==> src/design/patwa_pkg.sv <==
// Package for the paged address and two's complement add datapath slice.
// Assumes a 12-bit word machine with bit 0 as the most significant bit.
package patwa_pkg;
    localparam int WORD_W      = 12;     // Word, accumulator and address width
    localparam int OFFSET_W    = 7;      // In-page offset width
    localparam int PAGE_W      = 5;      // Page number width
    localparam int FIELD_WORDS = 4096;   // Words in one memory field
    localparam int PAGE_WORDS  = 128;    // Words in one page
    localparam int PAGE_COUNT  = 32;     // Pages in one field
    // Instruction bit positions, big-endian numbering: bit n is [11-n]
    localparam int INSN_INDIRECT_POS = 8;  // Instruction bit 3
    localparam int INSN_CURPAGE_POS  = 7;  // Instruction bit 4
    localparam int SIGN_POS          = 11; // Data bit 0
    localparam int OPR_INVERT_POS    = 5;  // Operate word, octal 0040
    localparam int OPR_INC_POS       = 0;  // Operate word, octal 0001
    localparam logic [WORD_W-1:0]   WORD_ZERO  = 12'h000;
    localparam logic [WORD_W-1:0]   WORD_ONE   = 12'h001;
    localparam logic [PAGE_W-1:0]   PAGE_ZERO  = 5'h00;
    localparam logic [WORD_W-1:0]   INVERT_CODE = 12'he20;  // Octal 7040
    localparam logic [WORD_W-1:0]   INC_CODE    = 12'he01;  // Octal 7001

    // Operation request from the instruction context
    typedef enum logic [1:0]
    {
        PATWA_OP_NONE = 2'h0,
        PATWA_OP_ADD  = 2'h1,  // twos_add_to_accumulator
        PATWA_OP_OPR  = 2'h3   // Group 1 operate (invert / increment)
    } patwa_op_type;

    typedef struct packed
    {
        logic [WORD_W-1:0] insn;     // Instruction word
        logic [WORD_W-1:0] insn_pc;  // Address of the instruction
        patwa_op_type      op;
    } patwa_req_type;

    // Memory read request / answer
    typedef struct packed
    {
        logic              valid;
        logic [WORD_W-1:0] addr;
    } patwa_mreq_type;

    typedef struct packed
    {
        logic              valid;
        logic [WORD_W-1:0] data;
    } patwa_mrsp_type;

    typedef enum logic [2:0]
    {
        PATWA_IDLE    = 3'h0,
        PATWA_PTR     = 3'h1,
        PATWA_OPND    = 3'h3,
        PATWA_EVENT2  = 3'h2,
        PATWA_DONE    = 3'h6
    } patwa_state_type;
endpackage : patwa_pkg

==> src/design/patwa_core.sv <==
// Paged effective address former and two's complement add datapath.
// Assumes one memory port that answers a read request with a valid pulse
// at least one cycle later; request and answer logic share clk.
// Bit numbering: documented bit n of a word is vector bit [11-n], so the
// sign (data bit 0) is [11] and the in-page offset is [6:0].
// A direct add raises done one cycle after the operand arrives; an
// indirect add first spends one memory read on the pointer word.
// An operate request raises done two cycles after it is taken.
// Requests are taken only while req_ready is high; others are dropped.
// A memory answer that arrives while no read is outstanding is ignored.
// The link is a separate bit: only the carry of an add flips it.
//
// Functional notes
// - Field is 4096 words, addresses 0..7777 octal.
// - 32 pages of 128 words each.
// - Instruction offset field is seven bits.
// - Bit 4 one selects current page.
// - Bit 4 zero selects page zero.
// - Offset taken from instruction bits 5..11.
// - Bit 3 zero: selected location is operand.
// - Bit 3 one: selected word is pointer.
// - Add is plain two's complement.
// - Carry out of sign toggles link.
// - Overflow keeps wrapped sum, no correction.
// - Data bit 0 is sign bit.
// - Invert plus increment negates accumulator.
// - Invert accumulator at first event time.
// - Increment accumulator at second event time.
`timescale 1ns/100ps
module patwa_core
    import patwa_pkg::*;
#(
    parameter int ADDR_W = WORD_W  // Field address width
)
(
    input  wire logic              clk,
    input  wire logic              srst,
    input  wire logic              req_valid,
    input  wire patwa_req_type     req,
    output logic                   req_ready,
    output patwa_mreq_type         mem_req,
    input  wire patwa_mrsp_type    mem_rsp,
    output logic [WORD_W-1:0]      accumulator,
    output logic                   link,
    output logic [WORD_W-1:0]      eff_addr,
    output logic                   done,
    output logic                   sign_neg
);
    // Only a 4096-word field of 12-bit words is served: the page split and
    // the pointer width both rely on it, so other geometries are refused
    if (ADDR_W != WORD_W || (1 << ADDR_W) != FIELD_WORDS
        || PAGE_COUNT * PAGE_WORDS != FIELD_WORDS
        || (1 << OFFSET_W) != PAGE_WORDS || PAGE_W + OFFSET_W != WORD_W)
    begin : g_bad_geometry
        $error("patwa_core: unsupported field geometry");
    end

    // Sequencer state, the request held while it is served, datapath nets
    patwa_state_type   state;
    patwa_req_type     cur;
    logic [WORD_W-1:0] direct_addr;
    logic [PAGE_W-1:0] page_sel;
    logic [WORD_W:0]   add_sum;
    logic [WORD_W-1:0] opr_stage1;
    logic [WORD_W-1:0] inc_step;

    // Page select: own page bits or page zero, offset from bits 5..11
    always_comb
    begin
        page_sel = req.insn[INSN_CURPAGE_POS] ?
                   req.insn_pc[WORD_W-1 -: PAGE_W] : PAGE_ZERO;
        direct_addr = {page_sel, req.insn[OFFSET_W-1:0]};
    end

    // Add with one extra bit to catch the carry out of the sign position
    assign add_sum = {1'b0, accumulator} + {1'b0, mem_rsp.data};

    // Event time 1: invert when the operate word asks for it
    assign opr_stage1 = (cur.insn[OPR_INVERT_POS] ? ~accumulator : accumulator);

    // Event time 2: the step that the increment bit adds on top
    assign inc_step = cur.insn[OPR_INC_POS] ? WORD_ONE : WORD_ZERO;

    // Ready is a flip-flop so that no output leaves through logic; it drops
    // on the taking edge and rises as the sequencer falls back to idle
    always_ff @(posedge clk)
    begin
        if (srst)
            req_ready <= 1'b1;
        else if (state == PATWA_IDLE && req_valid
                 && (req.op == PATWA_OP_ADD || req.op == PATWA_OP_OPR))
            req_ready <= 1'b0;
        else if (!(state inside {PATWA_IDLE, PATWA_PTR, PATWA_OPND, PATWA_EVENT2}))
            req_ready <= 1'b1;  // Done or a stray code: idle follows next
    end

    // Sequencer: address forming, optional pointer fetch, operand fetch
    always_ff @(posedge clk)
    begin
        if (srst)
        begin
            state    <= PATWA_IDLE;
            cur      <= '0;
            mem_req  <= '0;
            eff_addr <= WORD_ZERO;
            done     <= 1'b0;
        end
        else
        begin
            done <= 1'b0;
            case (state)
                // Take an add or operate request; an add reads at once
                PATWA_IDLE:
                begin
                    if (req_valid && req.op == PATWA_OP_ADD)
                    begin
                        cur           <= req;
                        mem_req.valid <= 1'b1;
                        mem_req.addr  <= direct_addr;
                        if (req.insn[INSN_INDIRECT_POS])
                            state <= PATWA_PTR;
                        else
                        begin
                            eff_addr <= direct_addr;
                            state    <= PATWA_OPND;
                        end
                    end
                    else if (req_valid && req.op == PATWA_OP_OPR)
                    begin
                        cur   <= req;
                        state <= PATWA_EVENT2;
                    end
                end
                // Pointer read outstanding: its answer is the operand address
                PATWA_PTR:
                begin
                    mem_req.valid <= 1'b0;
                    if (mem_rsp.valid)
                    begin
                        // Pointer word is a full absolute address in the field
                        eff_addr      <= mem_rsp.data;
                        mem_req.valid <= 1'b1;
                        mem_req.addr  <= mem_rsp.data;
                        state         <= PATWA_OPND;
                    end
                end
                // Operand read outstanding: done follows its answer
                PATWA_OPND:
                begin
                    mem_req.valid <= 1'b0;
                    if (mem_rsp.valid)
                    begin
                        done  <= 1'b1;
                        state <= PATWA_DONE;
                    end
                end
                // Operate: the accumulator block does both event times here
                PATWA_EVENT2:
                begin
                    done  <= 1'b1;
                    state <= PATWA_DONE;
                end
                // One spare cycle so done never meets the next take
                PATWA_DONE:
                    state <= PATWA_IDLE;
                default:
                    state <= PATWA_IDLE;
            endcase
        end
    end

    // Accumulator updates
    always_ff @(posedge clk)
    begin
        if (srst)
            accumulator <= WORD_ZERO;
        else if (state == PATWA_OPND && mem_rsp.valid)
        begin
            // Wrapped sum kept as is: on overflow the sign may be wrong but
            // the low eleven bits are right, and no correction is tried
            accumulator <= add_sum[WORD_W-1:0];
        end
        else if (state == PATWA_EVENT2)
        begin
            // Increment follows invert, so both bits together negate; doing
            // the two event times in one cycle saves a state per operate
            accumulator <= opr_stage1 + inc_step;
        end
    end

    // Link: a carry out of the sign position flips it; it is never set
    // outright, and the carry is never fed back into the low bit
    always_ff @(posedge clk)
    begin
        if (srst)
            link <= 1'b0;
        else if (state == PATWA_OPND && mem_rsp.valid)
            link <= link ^ add_sum[WORD_W];
    end

    // Sign of an operate result; worked out from the same inputs as the
    // accumulator so the flag never lags the value by a cycle
    function automatic logic next_sign(input logic [WORD_W-1:0] v,
                                       input logic [WORD_W-1:0] step);
        logic [WORD_W-1:0] r;
        r = v + step;
        return r[SIGN_POS];
    endfunction : next_sign

    // Sign flag mirrors data bit 0 of the accumulator
    always_ff @(posedge clk)
    begin
        if (srst)
            sign_neg <= 1'b0;
        else if (state == PATWA_OPND && mem_rsp.valid)
            sign_neg <= add_sum[SIGN_POS];
        else if (state == PATWA_EVENT2)
            sign_neg <= next_sign(opr_stage1, inc_step);
    end
endmodule : patwa_core

==> config.mk <==
export PLATFORM = sky130hd
export DESIGN_NAME = patwa_core
export DESIGN_NICKNAME = d
export VERILOG_FILES = /design/src/design/patwa_pkg.sv /design/src/design/patwa_core.sv
export SDC_FILE = /design/constraint.sdc
export NUM_CORES = 1
export LEC_CHECK = 0
export BUFFER_PORTS_ARGS = -buffer_cell sky130_fd_sc_hd__buf_2
export CAP_MARGIN = 20
export CORE_ASPECT_RATIO = 0.7
export CORE_UTILIZATION = 53
export DETAILED_ROUTE_END_ITERATION = 7
export HOLD_SLACK_MARGIN = 0.08
export PLACE_DENSITY = 0.8
export SYNTH_ARGS = -nofsm -noshare
export SYNTH_HDL_FRONTEND = slang
export SYNTH_SLANG_ARGS = --single-unit
==> constraint.sdc <==
create_clock -name clk -period 2.7 [get_ports clk]
set_input_delay 0.675 -clock clk [delete_from_list [all_inputs] [get_ports clk]]
set_output_delay 0.675 -clock clk [all_outputs]
set_load 0.02 [all_outputs]
==> summary by stage, run 1 <==
Yosys
By area, the combinational part of the netlist is dominated by compound AO/OA/AOI/OAI gates. The share of synthesized area in the top cell type comes to 0.3063. By area the synthesized netlist is led by dfxtp_1, ha_1, a21oi_1, nor2_1, a311oi_1. Synthesis inferred 45 register bits. The biggest area contributor in the post-synthesis netlist is dfxtp_1.

The share of the synthesized netlist area taken by xor and xnor gates is 0.04168. Of the total synthesized cell area, the portion taken by full adders, half adders and majority gates is 0.06635. Synthesis produced a netlist with a net count of 409. The share of synthesized cell area in and, or, nand and nor gates is 0.2212.

Measured against the total synthesized area, the mux share comes to 0.03743. Synthesis produced 352 cells. Counting distinct cell types in the post-synthesis netlist gives 64. The synthesized-area fraction occupied by ao, oa, aoi and oai cells was 0.2722. In the synthesized netlist the dominant register cell turns out to be dfxtp_1. The Yosys step of the flow raised 0 warnings. The average instance in the mapped netlist occupies roughly 8.4 sq um. The async set-or-reset flop fraction in the synthesized netlist is 0. For this run, the register share of the synthesized area comes to 0.3063. In this run, synthesis inferred 0 flip-flops with an integrated enable. The combined area of all synthesized cells is slightly below 0.003 sq mm.

Timing
The max-slew violation count came to 0. Setup repair after global routing left no endpoint under its margin. Across the routed clock network, the largest skew measured is ~0.0057 ns.

For the pin with the worst max-slew slack, the measured transition is 0.7351 ns. The total of endpoints with negative setup slack in the final report is 0. The aggregate negative setup slack is 0 ns. After layout, the minimum clock period comes to ~2.4 ns.

The worst slew margin relative to its limit is 0.5099. The count of endpoints failing hold in the final timing report is 0. The post-route fraction of the period consumed by the critical path is 0.8875. For this run, the top clock speed supported by timing is 0.4173 GHz.

CTS
The clock latency on the worst-skew pair is about 0.3 ns. The H-tree depth is 2. The number of hold buffers added after CTS was 0.

The clock passes through at most 2 buffers. The cell sitting at the root of the clock tree is a clkbuf_8. The number of setup buffers added after CTS is 0.

The quantity of gates resized following cts is 0. Counting the buffers created by CTS gives 5. The clock drives 45 sinks. The register clock-pin slew on the reported worst setup and hold paths is about 0.09 ns. The CTS tree is done.

Run
Across the run, the number of max-cap violations was 0.

Placement
After legalization and detailed placement, the total HPWL measured around 5700 microns. The number of port buffers is just over 70. The global placement routability congestion is 0.9258.

Final layout
The final design utilization is 0.6645. The repair_antennas step left the layout with diodes totalling 0. From synthesis to final layout, the design area changed by 19.40%.

For this run, the post-layout net count is 481. The fraction of final layout cells with drive strength greater than 1 is 0.2824. The library cells used most frequently in the layout, excluding fill and tap cells, are buf_2, dfxtp_1, nor2_1. The library cell used most frequently in the layout, excluding fill and tap cells, is buf_2. The fill cell total of the finished layout is 469.

Detailed routing
In the routed design, unresolved DRC markers number 0. The detailed router placed 2977 vias in this run. For this block, the initial DRC count from the detailed router was 221. After detailed routing, the total wire length is just under 8000 microns. The mean routed wirelength per cell is 15.95 microns.

The first TritonRoute pass finished after 4 iterations. The count of antenna-violating nets left after detailed routing is 0. In the routed layout, each cell is associated on average with a via count of 5.990.

Setup path
The critical path's slowest cell is fa_1. The signal on the critical path passes through buf_2 -> ha_1 -> inv_1 -> fa_1 -> nor2b_1 -> o2111ai_1 -> a21oi_1 -> o21ai_0 -> mux2i_1 -> a211oi_1. Together, buffers and inverters on the worst path number 2. The worst setup path is captured at a flip-flop. The worst setup path is launched from an input port. The worst endpoint required time is roughly 3 ns.

Along the worst path, the maximum fanout reaches 3. In this design, the stage delay of the slowest critical-path cell is about 0.38 ns. Grouping stages by cell kind, the critical path spends the most delay in compound AO/OA/AOI/OAI gates. The data arrival time at the worst-slack endpoint is roughly 2.6 ns. The critical path class is in -> reg.

Power
The total power per unit cell area is 492.8 mW/mm^2. The worst-case IR drop observed on VDD is between 0.2 and 0.3 mV. The static power due to leakage is 1.595 nW.

Global routing
Across every metal layer, demand over resource in global routing totals 0.2817. The global-route wire length before repair is 13200 microns. The maximum number of pins on one net before global-route repair is 30. The number of global-route vias before repair was 2755. The initial antenna violation count came to 0. The residual overflow from global routing is 0.

Floorplanning
The die extent in y is 64.33 microns. The floorplan row count is 22. The die is roughly 91 microns wide. For this configuration, the core starts out at a cell density of 0.5566. The core region is 0.005285 sq mm. During I/O placement, the number of pins put on the boundary was 83. The die covers 0.005857 sq mm.

Worst hold path
The min-delay analysis places its worst path in the category reg -> reg.

Run status
The run finished with clean final reports.
-- per-layer routing --
metal	GRT usage	vias to the layer above	part of all wire
met1	0.3907	1391	0.48
met3	0.06429	10	0.077
met2	0.4403	125	0.43
li1	-	1451	-
met5	0	-	0
met4	0.07540	0	0.010
-- final timing paths --
path	cells past startpoint	from	end	slack, ns
max reg2reg	9	accumulator[0]	accumulator[10]	0.34
min reg2reg	2	eff_addr[8]	eff_addr[8]	0.50
max	10	mem_rsp[0]	accumulator[10]	0.30
min	2	eff_addr[8]	eff_addr[8]	0.50
-- flip-flops by register name, summed over array words and instances (netlist names) --
name	count
done	1
req_ready	1
mem_req	13
cur	2
accumulator	12
link	1
eff_addr	12
state	3
-- through the flow --
stage | instances | hold slack (ns) | cell area (sq um) | power [W] | worst slack, ns
after floorplan | 352 | 0.4703 | 2942 | 0.001054 | 0.2331
after global placement | 489 | 0.4827 | 3392 | 0.001179 | 0.04946
after detailed placement | 489 | 0.4866 | 3392 | 0.001192 | 0.002877
after CTS | 497 | 0.4994 | 3512 | 0.001734 | 0.3198
after global routing | 497 | 0.5202 | 3512 | 0.001806 | 0.1442
final | 497 | 0.4967 | 3512 | 0.001731 | 0.3039
-- logic make-up (layout without fill, tap and decap cells) --
kind of cell,Yosys count,in the layout
buf+inv,33,106
xor+xnor,14,14
simple gates,122,122
fa+ha+maj,15,15
mux,11,11
compound gates,112,112
flops,45,45
-- report_power, final --
part | switching, W | internal, W | leakage (nW)
clock network | 0.000245 | 0.000301 | 0.0574
registers | 0.0000367 | 0.000707 | 0.367
logic | 0.000263 | 0.000177 | 1.17
total | 0.000545 | 0.00119 | 1.59
-- layout make-up --
cell class / count / area (sq um) / share of cell area
multi-input cells: 274 / 1879 / 0.5351
flip-flops and latches: 45 / 900.9 / 0.2565
repair buffers: 89 / 488.0 / 0.1389
well taps: 72 / 90.09 / 0.02565
clock buffers: 6 / 82.58 / 0.02351
clock inverters: 2 / 37.54 / 0.01069
inverters: 9 / 33.78 / 0.009619
-- synthesized netlist by cell type (2+ instances only) --
library cell and count:
nand2_1 30, mux2i_1 11, nand2b_1 7, o21bai_1 2, nand4_1 3, xor2_1 8
or2_1 2, dfxtp_1 45, buf_2 5, inv_1 9, a211oi_1 15, o21ai_0 10
nor3_1 7, and3_1 4, o21ai_1 2, nor2_1 37, o221a_2 7, clkbuf_1 13
or3_1 2, a311oi_1 13, buf_4 2, buf_6 3, a21oi_1 32, ha_1 14
o211ai_1 2, o22ai_1 6, nor2b_1 3, a21boi_0 2, nor4_1 4, a21o_1 6
nand3_1 8, xnor2_1 6
-- worst min-delay path, stage by stage, from the launching register on --
cell,delay (ns)
dfxtp_1,0.32
nor2_1,0.09
a311oi_1,0.05
No activity file was read; power rests on OpenSTA's default activity.
==> run 2, diff against run 1 <==
--- a/config.mk
+++ b/config.mk
@@ -7,11 +7,10 @@
 export LEC_CHECK = 0
 export BUFFER_PORTS_ARGS = -buffer_cell sky130_fd_sc_hd__buf_2
 export CAP_MARGIN = 20
-export CORE_ASPECT_RATIO = 0.7
-export CORE_UTILIZATION = 53
+export CORE_UTILIZATION = 57
 export DETAILED_ROUTE_END_ITERATION = 7
 export HOLD_SLACK_MARGIN = 0.08
-export PLACE_DENSITY = 0.8
+export PLACE_DENSITY = 0.85
 export SYNTH_ARGS = -nofsm -noshare
 export SYNTH_HDL_FRONTEND = slang
 export SYNTH_SLANG_ARGS = --single-unit
==> constraint.sdc (replaced) <==
create_clock -name clk -period 2.8 [get_ports clk]
set_input_delay 0.7 -clock clk [delete_from_list [all_inputs] [get_ports clk]]
set_output_delay 0.7 -clock clk [all_outputs]
set_load 0.02 [all_outputs]
==> run 2 against run 1 <==
  * Critical path depth fell by 2
  * Critical path type unchanged
  * Sequential share of layout area rose by 0.39 points
  * Highest routed layer unchanged
  * Total power fell by 6.9%
  * Sequential cell count did not move
  * Non-clock buffer count fell by 4
  * Combinational power fell by 5.2%
  * Routed wire length fell by 5.3%
  * Clock skew rose by 0.0030 ns
==> summary by stage, run 2 (synthesized netlist as in run 1, its figures left out) <==
Run status
The flow ran to the end, and the final reports show no timing, DRC or antenna violations.

Final layout
The register with the most flip-flops in the final layout is mem_req. The relative area change from synthesis to final layout is 17.61%. The fill cell total of the finished layout is between 300 and 400. After the last flow step, the layout net total stands at 477. The post-route non-filler standard cell count is 487. The largest registers in the layout are mem_req: 13 flops, accumulator: 12 flops, eff_addr: 12 flops. Leaving out fill and tap cells, the most frequent cell in the layout is buf_2. After routing the design area is around 0.0035 sq mm. The repair_antennas step left the layout with diodes totalling 0. Leaving out fill and tap cells, the most frequent cells in the layout are buf_2, dfxtp_1, nor2_1.

The number of flip-flops under the largest register name is 13. The fraction of final layout cells with drive strength greater than 1 is 0.2738.

Power
The total power per unit cell area is 466.0 mW/mm^2. In this run the static leakage power is 1.569 nW. VDD sags by at most 0.2017 mV.

The design draws ~0.0016 W.

Timing
The total of endpoints with negative setup slack in the final report is 0. The count of endpoints failing hold in the final timing report was 0. The achievable clock frequency is 0.4081 GHz. After routing, the total negative slack on setup checks comes to 0 ns. The max-slew violation count is 0.

The post-route fraction of the period consumed by the critical path is 0.8750. The clock arrives with 0.008687 ns of skew. The worst slew margin relative to its limit is 0.4941.

For the finished layout, the period the worst path requires is 2.450 ns. The transition time of the tightest slew-check pin is about 0.76 ns. Setup repair after global routing left no endpoint under its margin.

CTS
The H-tree was split into 2 levels. The number of hold buffers added after CTS is 0. The number of setup buffers added after CTS is 0. The clock latency on the worst-skew pair is around 0.3 ns. The CTS tree is done. The TritonCTS buffer count is 5. Gates resized during post-CTS repair numbered 0. Clock-pin slew was measured on the worst setup and hold paths at around 0.090 ns. The clock drives 45 sinks. The root buffer cell is clkbuf_8.

The maximum clock insertion buffer count is 2.

Detailed routing
Detailed routing inserted a total of 2930 vias. After detailed routing, the number of remaining DRC violations is 0. The number of DRC violations after detailed-routing iteration 0 is around 190. The count of nets left with antenna violations once routing finished came out at 0. The mean routed wirelength per cell is approximately 15 microns. For this run, the detailed router's first-pass iteration total came to 4. The detailed-route vias per instance is 6.016. After detailed routing, the total wire length is 7509 microns.

Setup path
The data arrival time at the worst-slack endpoint is around 2.7 ns. The worst setup path is captured at a flip-flop. The critical path is of the in -> reg type. In this run the worst path has a maximum fanout of 4. At the worst endpoint, the required time is 3.00 ns. The type of element launching the critical path is an input port.

Global routing
The maximum number of pins on one net before global-route repair is 32. The first global-routing pass estimated 12210 microns of wire. Global routing finished with a remaining overflow of 0. The initial antenna violation count came to 0. The number of global-route vias before repair is 2659. In the global route stage, overall resource usage came out at 0.2912.

Worst hold path
The class of the most critical hold timing path is reg -> reg.

Floorplanning
The core box area is 0.004848 sq mm. The floorplan row count is 25. The floorplan step set the die height to 73.84 microns. The die footprint is 0.005452 sq mm. The width of the die is 73.84 microns. For this configuration, the core starts out at a cell density of 0.6067. The count of pins on the block boundary is 83.

Placement
The cell count after placement is 480. After legalization and detailed placement, the total HPWL measured 5529 microns. In this run the cell area measured after placement is roughly 0.0034 sq mm.

The global placement routability congestion is 0.9269. The number of port buffers is 72.

Run
The number of max-cap violations is 0.
-- run 2: changes by cell type in the layout (fill, tap and decap cells not counted) --
cell,change
buf_4,-4
clkbuf_8,-1
clkinv_2,+1
clkinvlp_4,-1
-- run 2: where the power goes --
part	internal (W)	leakage, nW	switching, W
combinational	0.000169	1.15	0.000248
sequential	0.000682	0.367	0.0000361
clock	0.000260	0.0540	0.000217
total	0.00111	1.57	0.000501
-- run 2: through the flow --
| step | hold slack, ns | setup WS [ns] | util |
|---|---|---|---|
| after global placement | 0.4773 | 0.1125 | 0.6921 |
| final | 0.4959 | 0.3499 | 0.7135 |
| after detailed placement | 0.4888 | 0.04213 | 0.6921 |
| after CTS | 0.4995 | 0.3497 | 0.7135 |
| after floorplan | 0.4703 | 0.3081 | - |
| after global routing | 0.5271 | 0.1801 | 0.7135 |
-- run 2: final cells by class --
class                           count  area [sq um]  share of cell area
Clock inverter                      2         35.03             0.01013
Tap cell                           67         83.83             0.02423
Sequential cell                    45         900.9              0.2604
Multi-Input combinational cell    274          1879              0.5432
Clock buffer                        5         68.82             0.01989
Inverter                            9         33.78            0.009765
Timing Repair Buffer               85         457.9              0.1324
-- run 2: metal layers --
metal  track usage  share of wire
met1        0.3812           0.45
met2        0.4709           0.46
met3       0.05624          0.073
met4        0.1132          0.012
met5             0              0
-- run 2: critical path: stages --
cell and delay (ns):
buf_2 0.13, ha_1 0.32, a211oi_1 0.26, o21bai_1 0.14, a31o_2 0.30, a311oi_1 0.30, xor2_1 0.12, a2111oi_2 0.37
-- run 2: path summary, 6_finish.rpt --
path	from	end	slack, ns	cells after the start
worst max-delay path	mem_rsp[1]	accumulator[11]	0.35	8
worst min-delay path	eff_addr[2]	eff_addr[2]	0.50	2
worst max register to register	accumulator[1]	accumulator[11]	0.39	7
worst min register to register	eff_addr[2]	eff_addr[2]	0.50	2
